$ cat src/pkg/sfce_defines.vh
// constants for the servo fault code encoder
`ifndef SFCE_DEFINES_VH
`define SFCE_DEFINES_VH
// code patterns {bit3,bit2,bit1}
`define SFCE_CODE_NONE     3'h0
`define SFCE_CODE_B1B3     3'h5
`define SFCE_CODE_ALL      3'h7
`define SFCE_CODE_B1B2     3'h3
`define SFCE_CODE_B2B3     3'h6
`define SFCE_CODE_B2       3'h2
`define SFCE_CODE_B1       3'h1
// torque thresholds in percent of rated torque
`define SFCE_TORQUE_INST   9'h0F5
`define SFCE_TORQUE_CONT   9'h078
// converter conversion-done timeout, in us
`define SFCE_ADC_TIMEOUT_US 100
`define SFCE_CLK_MHZ        20
`define SFCE_ADC_TIMEOUT_CYC (`SFCE_ADC_TIMEOUT_US * `SFCE_CLK_MHZ)
// continuous overload dwell, in us
`define SFCE_CONT_OVL_US    1000000
`define SFCE_CONT_OVL_CYC   (`SFCE_CONT_OVL_US * `SFCE_CLK_MHZ)
// reset value of the warning code selection
`define SFCE_WARN_SEL_RST   1'h1
// fault index numbers: priority follows the order, lowest first
`define SFCE_NFAULT         27
`endif

$ cat src/core/sfce_encoder.v
// servo fault code encoder: alarm latching, warning pick and code output
`timescale 1ns/100ps
`include "sfce_defines.vh"

// Contract
// overspeed drives code bits one and three on, two off.
// torque above 245% flags instantaneous overload, all code bits on.
// torque held between 120% and 245% flags continuous overload, all bits on.
// heat-sink, brake resistor, inrush resistor overloads report all bits on.
// absolute encoder faults report all code bits off.
// converter done timeout or control-system error raises alarm, bits off.
// runaway and encoder faults drive bits one and three on.
// deviation residual above overflow level raises alarm, bits one and two.
// load deviation at or above limit raises alarm, bits one and two.
// option unit removal raises alarm, bits two and three on.
// main power missing phase raises alarm with only bit two.
// low motor current or persistent blocking raises alarm, only bit two.
// parameter unit transmit failure and timeout flag two errors, no code.
// any active alarm drives the alarm output off.
// any active warning drives the warning output off.
// warning codes appear only when selection equals one; resets to one.
// warning output appears only on an assigned terminal.
// residual above scaled overflow level raises warning, code bits off.
// overload warning before alarm threshold, only bit one on.
// regeneration overload warning before alarm, only bit two on.
// battery near alarm raises warning, bits one and two on.
// alarm disables power stage; warning keeps operation running.
// alarm reset clears cancellable alarms; power-cycle alarms stay.
// latch alarm and code until reset; one fault by fixed priority.
module sfce_encoder #(
  parameter integer DEV_W        = 24,
  parameter integer TERM_N       = 3,
  parameter integer ADC_TIMEOUT  = `SFCE_ADC_TIMEOUT_CYC,
  parameter integer CONT_OVL_CYC = `SFCE_CONT_OVL_CYC
) (
  // clock and reset
  input  wire              core_clk,
  input  wire              rst,
  // fault conditions from measurement logic (same clock)
  input  wire              overspeed,
  input  wire [8:0]        torque_pct,
  input  wire              heatsink_hot,
  input  wire              brake_res_ovl,
  input  wire              inrush_res_ovl,
  input  wire [5:0]        abs_enc_fault,
  input  wire              adc_start,
  input  wire              adc_done,
  input  wire              ctrl_sys_error,
  input  wire [4:0]        enc_fault,
  input  wire [DEV_W-1:0]  deviation_residual,
  input  wire [DEV_W-1:0]  deviation_overflow_level,
  input  wire [DEV_W-1:0]  load_deviation,
  input  wire [DEV_W-1:0]  motor_load_deviation_limit,
  input  wire              option_removed,
  input  wire              phase_missing,
  input  wire              motor_current_low,
  input  wire              blocked_while_on,
  input  wire              pu_no_transmit,
  input  wire              pu_timeout,
  input  wire              overload_near,
  input  wire              regen_overload_near,
  input  wire              battery_near,
  // configuration settings, held steady by their owner between writes
  // configuration
  input  wire [7:0]        deviation_warning_ratio,
  input  wire              warning_code_select_wr,
  input  wire              warning_code_select_in,
  input  wire [1:0]        warning_terminal_assign,
  // the alarm reset pin is sampled through two flip-flops below
  // external controller pins, asynchronous
  input  wire              alarm_reset_pin,
  // code and status outputs
  output reg               fault_code_bit1,
  output reg               fault_code_bit2,
  output reg               fault_code_bit3,
  output reg               alarm_out_n,
  output reg  [TERM_N-1:0] warning_term_n,
  output reg               power_stage_en,
  output reg               pu_tx_error1,
  output reg               pu_tx_error2,
  output reg               warning_code_select
);

  // fault slots run past the last used index so a new source can be
  // added without widening the priority pick or the latched index
  // (slots 25 and 26 are tied off below)
  localparam integer NF = `SFCE_NFAULT;

  // the code pattern is decoded again from the latched index rather than
  // stored, so the three pins can never disagree with the reported fault
  // while the alarm stands
  // code pattern of each fault index, priority by index (lowest wins)
  function [2:0] fault_code;
    input [4:0] idx;
    begin
      case (idx)
        5'h00, 5'h01, 5'h02, 5'h03, 5'h04: fault_code = `SFCE_CODE_ALL;
        5'h05: fault_code = `SFCE_CODE_B1B3;
        5'h06, 5'h07, 5'h08, 5'h09, 5'h0A: fault_code = `SFCE_CODE_B1B3;
        5'h0B: fault_code = `SFCE_CODE_B1B2;
        5'h0C: fault_code = `SFCE_CODE_B1B2;
        5'h0D: fault_code = `SFCE_CODE_B2B3;
        5'h0E, 5'h0F, 5'h10: fault_code = `SFCE_CODE_B2;
        default: fault_code = `SFCE_CODE_NONE;
      endcase
    end
  endfunction

  // these faults describe lost absolute position or corrupt encoder data;
  // the reset pin must not hide them, only a full reset of the block does
  // power-cycle only faults: absolute encoder, multi-turn, encoder data
  function sticky_fault;
    input [4:0] idx;
    begin
      case (idx)
        5'h07, 5'h09, 5'h0A: sticky_fault = 1'b1;
        5'h11, 5'h12, 5'h13, 5'h14: sticky_fault = 1'b1;
        default: sticky_fault = 1'b0;
      endcase
    end
  endfunction

  // the reset pin comes from the controller's own clock; only the second
  // stage and its delayed copy feed logic, so a metastable first stage
  // never reaches the alarm latch. a held pin clears once, on its rise.
  // alarm reset pin synchroniser and rising edge
  reg rst_meta;
  reg rst_sync;
  reg rst_prev;
  always @(posedge core_clk) begin
    if (rst) begin
      rst_meta <= 1'b0;
      rst_sync <= 1'b0;
      rst_prev <= 1'b0;
    end else begin
      rst_meta <= alarm_reset_pin;
      rst_sync <= rst_meta;
      rst_prev <= rst_sync;
    end
  end
  wire alarm_clear = rst_sync & ~rst_prev;

  // a new start restarts the count, so back-to-back conversions never
  // inherit time from the previous one; the timeout is a one-cycle pulse
  // that the alarm latch holds from then on
  // converter timeout: started conversion must finish within the limit
  reg [31:0] adc_cnt;
  reg        adc_busy;
  reg        adc_timeout;
  always @(posedge core_clk) begin
    if (rst) begin
      adc_cnt     <= 32'h0;
      adc_busy    <= 1'b0;
      adc_timeout <= 1'b0;
    end else begin
      adc_timeout <= 1'b0;
      if (adc_start) begin
        adc_busy <= 1'b1;
        adc_cnt  <= 32'h0;
      end else if (adc_busy) begin
        if (adc_done) begin
          adc_busy <= 1'b0;
        end else if (adc_cnt >= ADC_TIMEOUT - 1) begin
          adc_busy    <= 1'b0;
          adc_timeout <= 1'b1;
        end else begin
          adc_cnt <= adc_cnt + 32'h1;
        end
      end
    end
  end

  // the dwell restarts whenever torque leaves the band, including a step
  // above the instant limit, which has its own higher-priority alarm.
  // the counter stops at its end value instead of wrapping, so a long
  // overload cannot drop the flag again
  // continuous overload dwell counter
  wire       torque_inst = torque_pct > `SFCE_TORQUE_INST;
  wire       torque_band = (torque_pct >= `SFCE_TORQUE_CONT) && !torque_inst;
  reg [31:0] ovl_cnt;
  reg        cont_ovl;
  always @(posedge core_clk) begin
    if (rst) begin
      ovl_cnt  <= 32'h0;
      cont_ovl <= 1'b0;
    end else if (!torque_band) begin
      ovl_cnt  <= 32'h0;
      cont_ovl <= 1'b0;
    end else if (ovl_cnt >= CONT_OVL_CYC - 1) begin
      cont_ovl <= 1'b1;
    end else begin
      ovl_cnt <= ovl_cnt + 32'h1;
    end
  end

  // the product is kept at full width before the divide so a large level
  // times a ratio above 100 percent does not wrap; the divide rounds down,
  // which places the warning at or just below the exact scaled level
  // scaled warning level: overflow level times percent ratio over 100
  wire [DEV_W+7:0] warn_prod  = deviation_overflow_level * deviation_warning_ratio;
  wire [DEV_W+7:0] warn_level = warn_prod / 32'd100;
  wire             dev_warn   = {8'h00, deviation_residual} > warn_level;

  // one bit per fault source, lowest index has the highest priority.
  // the overloads come first because they threaten the power stage most;
  // absolute encoder, converter and control-system faults come last
  // fault vector in priority order
  wire [NF-1:0] fault_vec;
  assign fault_vec[0]     = torque_inst;
  assign fault_vec[1]     = cont_ovl;
  assign fault_vec[2]     = brake_res_ovl;
  assign fault_vec[3]     = inrush_res_ovl;
  assign fault_vec[4]     = heatsink_hot;
  assign fault_vec[5]     = overspeed;
  assign fault_vec[10:6]  = enc_fault;
  assign fault_vec[11]    = deviation_residual > deviation_overflow_level;
  assign fault_vec[12]    = load_deviation >= motor_load_deviation_limit;
  assign fault_vec[13]    = option_removed;
  assign fault_vec[14]    = phase_missing;
  assign fault_vec[15]    = motor_current_low;
  assign fault_vec[16]    = blocked_while_on;
  assign fault_vec[22:17] = abs_enc_fault;
  assign fault_vec[23]    = adc_timeout;
  assign fault_vec[24]    = ctrl_sys_error;
  assign fault_vec[26:25] = 2'h0;

  // the loop runs from the top index down so the last hit, the lowest
  // index, is what remains; nothing is latched here, only chosen
  // priority pick of the lowest active fault
  reg [4:0] pick_idx;
  reg       pick_any;
  integer   i;
  always @* begin
    pick_idx = 5'h00;
    pick_any = 1'b0;
    for (i = NF - 1; i >= 0; i = i - 1) begin
      if (fault_vec[i]) begin
        pick_idx = i[4:0];
        pick_any = 1'b1;
      end
    end
  end

  // an alarm latches on the first edge a fault is seen and then holds its
  // index even if the fault goes away. a clear edge re-reads the present
  // faults in the same cycle, so a fault still standing relatches at once
  // and a clear can never open a gap in the alarm output
  // latched alarm state
  reg       alarm_act;
  reg [4:0] alarm_idx;
  always @(posedge core_clk) begin
    if (rst) begin
      alarm_act <= 1'b0;
      alarm_idx <= 5'h00;
    end else if (!alarm_act) begin
      if (pick_any) begin
        alarm_act <= 1'b1;
        alarm_idx <= pick_idx;
      end
    end else if (alarm_clear && !sticky_fault(alarm_idx)) begin
      alarm_act <= pick_any;
      alarm_idx <= pick_idx;
    end
  end

  // the setting is a one-bit register loaded by a write strobe; it takes
  // effect on the code pins one cycle after the write
  // warning selection setting, resets to one
  always @(posedge core_clk) begin
    if (rst) begin
      warning_code_select <= `SFCE_WARN_SEL_RST;
    end else if (warning_code_select_wr) begin
      warning_code_select <= warning_code_select_in;
    end
  end

  // warnings never latch: they follow their sources and vanish with them.
  // a deviation warning has an all-off code, so it wins the pick but
  // leaves the pins low while still driving the warning terminal
  // warning pick, deviation first
  reg [2:0] warn_code;
  reg       warn_any;
  always @* begin
    warn_any  = 1'b1;
    warn_code = `SFCE_CODE_NONE;
    if (dev_warn) begin
      warn_code = `SFCE_CODE_NONE;
    end else if (overload_near) begin
      warn_code = `SFCE_CODE_B1;
    end else if (regen_overload_near) begin
      warn_code = `SFCE_CODE_B2;
    end else if (battery_near) begin
      warn_code = `SFCE_CODE_B1B2;
    end else begin
      warn_any = 1'b0;
    end
  end

  // an alarm always owns the code pins; warnings show only with no alarm
  // standing and the selection set, otherwise the pins read all off
  // code output select
  reg [2:0] next_code;
  always @* begin
    if (alarm_act) begin
      next_code = fault_code(alarm_idx);
    end else if (warn_any && warning_code_select) begin
      next_code = warn_code;
    end else begin
      next_code = `SFCE_CODE_NONE;
    end
  end

  // every pin leaves through a flip-flop so the controller sees clean
  // levels; alarm output, power stage and code change on the same edge.
  // the panel errors are plain mirrors of their sources, one cycle late,
  // and carry no code pattern
  // each warning terminal is low only when it is the assigned one
  // registered outputs
  integer t;
  always @(posedge core_clk) begin
    if (rst) begin
      fault_code_bit1 <= 1'b0;
      fault_code_bit2 <= 1'b0;
      fault_code_bit3 <= 1'b0;
      alarm_out_n     <= 1'b1;
      warning_term_n  <= {TERM_N{1'b1}};
      power_stage_en  <= 1'b0;
      pu_tx_error1    <= 1'b0;
      pu_tx_error2    <= 1'b0;
    end else begin
      fault_code_bit1 <= next_code[0];
      fault_code_bit2 <= next_code[1];
      fault_code_bit3 <= next_code[2];
      alarm_out_n     <= ~alarm_act;
      power_stage_en  <= ~alarm_act;
      pu_tx_error1    <= pu_no_transmit;
      pu_tx_error2    <= pu_timeout;
      for (t = 0; t < TERM_N; t = t + 1) begin
        // unassigned terminals stay on
        warning_term_n[t] <= ~(warn_any && (warning_terminal_assign == t + 1));
      end
    end
  end

endmodule // sfce_encoder

$ cat config.mk
export PLATFORM = sky130hd
export DESIGN_NAME = sfce_encoder
export DESIGN_NICKNAME = d
export VERILOG_FILES = /design/src/core/sfce_encoder.v
export VERILOG_INCLUDE_DIRS = /design/src /design/src/pkg
export SDC_FILE = /design/constraint.sdc
export NUM_CORES = 1
export LEC_CHECK = 0
export ABC_AREA = 1
export BUFFER_PORTS_ARGS = -buffer_cell sky130_fd_sc_hd__buf_2
export CAP_MARGIN = 20
export CORE_MARGIN = 2
export CORE_UTILIZATION = 50
export DETAILED_ROUTE_END_ITERATION = 6
export PLACE_DENSITY = 0.79
export SETUP_SLACK_MARGIN = 0.1
export SKIP_CTS_REPAIR_TIMING = 1
export SLEW_MARGIN = 20
export SYNTH_ARGS = -nofsm -noshare
export SYNTH_HDL_FRONTEND = slang
export SYNTH_SLANG_ARGS = --single-unit
$ cat constraint.sdc
create_clock -name core_clk -period 14.89 [get_ports core_clk]
set_input_delay 0 -clock core_clk [delete_from_list [all_inputs] [get_ports core_clk]]
set_output_delay 0 -clock core_clk [all_outputs]
set_load 0.1 [all_outputs]
## After elaboration in Yosys (flattened, before gate mapping)

Memory sizes are Yosys's and may differ from the RTL's. A register that Yosys moved wholly into a read port is not among the register bits.
Cells that the tools add are included.
Widths: inputs -> output; s select.

- Input port bits: 147
- ROM bits: 96
- Memories kept: 1
- Output and inout bits: 11
- Flip-flop bits (word level): 87

- Reduce and logical (&&, ||, !) cells: 15
- Muxes and demuxes: 76
- Bitwise gates (word level): 10
- Multiply operators: 1
- $lt $le $gt $ge: 7
- Add/sub/neg operators: 2
- Div/mod/pow operators: 1
- Equal/unequal tests: 11

Memory list:

| name | words | width | read ports | clocked after Yosys merged registers in | write ports | line | text |
|---|---|---|---|---|---|---|---|
| (name not given) | 32 | 3 | 1 | 1 | 0 | sfce_encoder.v:96 | `case (idx)` |

Operator list:

| operator | count |
|---|---|
| $mux 5 | 30 |
| $add 32x1->32 const B | 2 |
| $mux 1 | 40 |
| $div 32x7->32 const B | 1 |
| $ge 32x11->1 const B | 1 |
| $ge 32x25->1 const B | 1 |
| $gt 24x32->1 | 1 |
| $mul 24x8->32 | 1 |
| $ge 24x24->1 | 1 |
| $gt 24x24->1 | 1 |
| $eq 5x5->1 const B | 4 |
| $eq 5x4->1 const B | 2 |
| $ge 9x7->1 const B | 1 |
| $gt 9x8->1 const B | 1 |
| $not 1->1 | 9 |
| $mux 2 | 4 |
| $reduce_or 7->1 | 1 |
| $logic_and 1x1->1 | 6 |
| $mux 3 | 2 |
| $eq 5x3->1 const B | 1 |
| $eq 2x2->1 const B | 2 |
| $reduce_or 2->1 | 2 |
| $reduce_or 4->1 | 1 |
| $reduce_and 3->1 | 1 |
| 6 further kinds | 7 |

## Depth between registers and ports, before layout

- Depth after elaboration: 29
- Mapped depth: 172

## Worst setup path before layout

Ideal clock, no wire load.

- Path kind: input -> register
- Start point: input port deviation_warning_ratio[7]
- End point: register warning_term_n[0]
- Stages: 149
- Required time: 14,766 ps
- Data arrival time: 15,365 ps
- Buffers on the path: 1
- Library setup time: 124 ps
- Setup slack: -599 ps
- Cells stage by stage: clkbuf_1 -> nand2_1 -> fa_1 -> fa_1 -> inv_1 -> fa_1 -> inv_1 -> fa_1 -> inv_1 -> ha_1 -> a21oi_1 -> o21bai_1 -> nand2_1 -> nand3_1 -> nand2_1 -> inv_2 -> nor2_2 -> o21ai_1 -> [... 113 more ...] -> inv_1 -> nand2_1 -> nand3_1 -> ha_1 -> inv_1 -> a21oi_1 -> o21ai_0 -> nand2_1 -> o211ai_1 -> nand2_1 -> o2111ai_1 -> a21oi_1 -> a41oi_1 -> nand4_1 -> nand3_1 -> inv_1 -> nor3_1 -> nand2_1

- Longest elaborated chain between the ends: 6

Ends and longest elaborated chain:

| what | line | text |
|---|---|---|
| start, declared | sfce_encoder.v:65 | `input wire [7:0] deviation_warning_ratio,` |
| $mul 24x8->32 | sfce_encoder.v:200 | `wire [DEV_W+7:0] warn_prod = deviation_overflow_level * deviation_warning_ratio;` |
| $div 32x7->32 | sfce_encoder.v:201 | `wire [DEV_W+7:0] warn_level = warn_prod / 32'd100;` |
| $gt 24x32->1 | sfce_encoder.v:202 | `wire dev_warn = {8'h00, deviation_residual} > warn_level;` |
| $mux 1 | sfce_encoder.v:286 | `if (dev_warn) begin` |
| $logic_and 1x1->1 | sfce_encoder.v:340 | `warning_term_n[t] <= ~(warn_any && (warning_terminal_assign == t + 1));` |
| $not 1->1 | sfce_encoder.v:340 |  |
| end signal, assigned | sfce_encoder.v:326 | `warning_term_n <= {TERM_N{1'b1}};` |
| end signal, assigned by index | sfce_encoder.v:340 |  |
| end, declared | sfce_encoder.v:77 | `output reg [TERM_N-1:0] warning_term_n,` |

No other way between the ends.
A chain may end at the register's enable or synchronous reset.

## Worst setup path after layout

- Start point: input port deviation_overflow_level[13]
- End point: register warning_term_n[0]

- Longest elaborated chain between the ends: 6

Ends and longest elaborated chain:

| what | line | text |
|---|---|---|
| start, declared | sfce_encoder.v:51 | `input wire [DEV_W-1:0] deviation_overflow_level,` |
| $mul 24x8->32 | sfce_encoder.v:200 |  |
| $div 32x7->32 | sfce_encoder.v:201 |  |
| $gt 24x32->1 | sfce_encoder.v:202 |  |
| $mux 1 | sfce_encoder.v:286 |  |
| $logic_and 1x1->1 | sfce_encoder.v:340 |  |
| $not 1->1 | sfce_encoder.v:340 |  |

No other way between the ends.

==> impl_metrics.ini <==
[drt]
dr.pass1.iters = 6
vias = 18400
wl_per_cell_um = 14.8
ant_nets = 0
first_iter_violations = 1321
drc = 0
drt-total-wl_um = 50800
viasPerCell = 5.36

[critical_path]
timing.rr.end = ovl_cnt[22]
crit_path_top_delay_cell = fa_1
reg2reg_from = ovl_cnt[18]
path_common_cell = nand2_4
r2r_slack_ns = 11.66
critPathMaxStageDelay_ns = 0.54
critical_path_class = in -> reg
required_ns = 15.11
cp.arrival_ns = 17.71
cp-end-kind = flip-flop
crit_path_max_fanout = 8
reg2reg_depth = 13
crit_path_start_kind = input pin

[die]
rows = 65
io_pins = 158
initial_utilization_pct = 51.0
core_mm2 = 0.0317
die_y_um = 184
design.die.area_mm2 = 0.0338
dieWidth_um = 184

[global_routing]
antenna_found_initial = 2
grt_usage_pct = 25.8
use_met1_pct = 32.0
busiest_layer = met2
use_met2_pct = 47.5
grt_use_met3_pct = 2.97
grt_pass1_wl_um = 73800
grt_max_degree = 27
overflow = 0
grt_pass1_vias = 17000

[synth]
post_synth.cell_area_avg_um2 = 6.30
synth_edf_count = 0
ys_types = 54
yosys_warnings = 0
syn_area_mm2 = 0.0162
synthCells = 2565
syn_nets = 2970
ys.flop_type = dfxtp_1
synthArstFlopShare_pct = 0
synth-seq-cells = 90
synth_seq_area_share_pct = 11.1

[sta]
period_share_pct = 117
finClkSkew_ns = 0.00541
fin_crit_ns = 17.49
fmax_ghz = 0.0572
setup_violations = 5
rsz0062_at_grt = true
tightest_slew_ns = 0.998
hold_slack_ns = 0.0344
fin_ws_ns = -2.60
timing.final.max_slew_violations = 0
final_hold_viol_count = 0
slew-limit-headroom_pct = 33.0

[hold_path]
worstHoldEndpoint = rst_meta
hp-start = rst
hp-class = in -> reg
holdPathStages = 2

[run]
maxCapViolations = 0

[clock_network]
clock_tree.htree_level_count = 3
cts_tree = done
cts.sinks = 90
cts.clk_slew.worst_paths_ns = 0.06
cts_root_buffer = clkbuf_16
clkLatencyLatePin_ns = 0.33
clock_path_buffers = 2
cts_made_buffers = 9

[layout]
area_delta_synth_final_pct = 38.0
antenna_cells = 0
drive_gt1_share_pct = 32.2
stdcell_count = 3429
fin_nets = 3428

[place]
hpwl_um = 37100
placed_cells = 3343
routabilityCongestion = 0.948
io_buffer_count = 156

[outcome]
outcome = finished with violations
violations = negative setup slack
==> flip-flops by register name (all words and copies together), names as in the netlist, named ones only <==
signal               count
adc_cnt                 32
warning_code_select      1
fault_code_bit1          1
rst_prev                 1
adc_timeout              1
pu_tx_error2             1
pu_tx_error1             1
ovl_cnt                 32
alarm_out_n              1
rst_sync                 1
adc_busy                 1
warning_term_n           3
fault_code_bit3          1
power_stage_en           1
alarm_act                1
rst_meta                 1
alarm_idx                5
cont_ovl                 1
fault_code_bit2          1
==> stage by stage <==
stage	area, um2	utilization [%]	setup slack, ns	setup TNS (ns)
2_1_floorplan	16800	-	-0.332	-1.45
5_1_grt	22300	70.3	-3.72	-18.50
6_report	22300	70.3	-2.60	-12.93
3_3_place_gp	19800	62.4	-1.74	-8.59
3_5_place_dp	19800	62.4	-2.61	-12.87
4_1_cts	20100	63.4	-2.35	-11.55
==> layout by cell type, fill, tap and decap left out, drive strengths merged, types with 3 or more instances in the layout <==
cell | netlist | final
nand2 | 774 | 774
inv | 615 | 616
buf | 0 | 477
nor2 | 183 | 183
nand3 | 163 | 163
fa | 132 | 132
ha | 126 | 126
a21oi | 104 | 104
o21ai | 91 | 91
dfxtp | 90 | 90
nand4 | 69 | 69
nor3 | 32 | 32
xor2 | 25 | 25
nor4 | 15 | 15
clkbuf | 45 | 15
xnor2 | 14 | 14
dlygate4sd3 | 0 | 10
a21o | 9 | 9
o211ai | 8 | 8
nand3b | 8 | 8
a31oi | 8 | 8
clkinv | 7 | 8
nor3b | 5 | 5
and2 | 5 | 5
a211oi | 4 | 4
o41ai | 3 | 3
o21a | 3 | 3
a31o | 3 | 3
o22ai | 3 | 3
a21boi | 3 | 3
==> cells in the mapped netlist (all sizes together) (2+ instances only) <==
cell | count | share of area [%]
nand2 | 774 | 20
inv | 615 | 14
nor2 | 183 | 4.7
nand3 | 163 | 5.9
fa | 132 | 16
ha | 126 | 9.8
a21oi | 104 | 3.3
o21ai | 91 | 2.8
dfxtp | 90 | 11
nand4 | 69 | 3.0
clkbuf | 45 | 1.0
nor3 | 32 | 0.99
xor2 | 25 | 1.4
nor4 | 15 | 0.58
xnor2 | 14 | 0.76
a21o | 9 | 0.42
a31oi | 8 | 0.31
nand3b | 8 | 0.37
o211ai | 8 | 0.37
clkinv | 7 | 0.16
and2 | 5 | 0.19
nor3b | 5 | 0.26
a211oi | 4 | 0.19
a21boi | 3 | 0.14
a31o | 3 | 0.16
o21a | 3 | 0.14
o22ai | 3 | 0.12
o41ai | 3 | 0.16
a2111oi | 2 | 0.11
a41oi | 2 | 0.11
o2111ai | 2 | 0.11
o21bai | 2 | 0.093
o221ai | 2 | 0.11
o31ai | 2 | 0.093
==> layer usage <==
layer	vias up	routed length, um
met2	739	25700
met5	-	23
li1	8840	-
met1	8602	19800
met3	178	3120
met4	4	2100
==> cell families (layout without fill, tap and decap cells) <==
kind of cell,Yosys count,count (layout),share of synthesized area [%]
AO/OA/AOI/OAI,256,256,9.03
XOR/XNOR,39,39,2.11
adder cells (fa/ha/maj),258,258,26.1
buffers and inverters,667,1129,15.5
flip-flops,90,90,11.1
AND/OR/NAND/NOR,1255,1255,36.1
==> worst max-delay path by stage <==
stage                                 startpoint           endpoint
floorplan             deviation_warning_ratio[2]    fault_code_bit1
global placement      deviation_warning_ratio[3]    fault_code_bit1
detailed placement    deviation_warning_ratio[4]    fault_code_bit1
CTS                   deviation_warning_ratio[4]    fault_code_bit1
global route        deviation_overflow_level[13]  warning_term_n[2]
finish              deviation_overflow_level[13]  warning_term_n[0]
==> final cells by class <==
| cell class | count | area (um2) |
|---|---|---|
| multi-input cells | 1808 | 13800 |
| fillers | 2280 | 9410 |
| flip-flops and latches | 90 | 1800 |
| well taps | 402 | 503 |
| repair buffers | 492 | 3550 |
| inverters | 622 | 2350 |
| clock inverters | 5 | 55.1 |
| clock buffers | 10 | 239 |
==> critical path: cells and delay by family <==
family | cells | cell delay [ns]
adders and majority gates | 6 | 2.52
buffers and inverters | 17 | 1.64
AOI/OAI and AO/OA | 15 | 2.21
and+or+nand+nor | 103 | 11.30
Power is left out: the tool's default activity adds up to more than one toggle a clock period on the data nets, which glitch-free logic cannot reach.
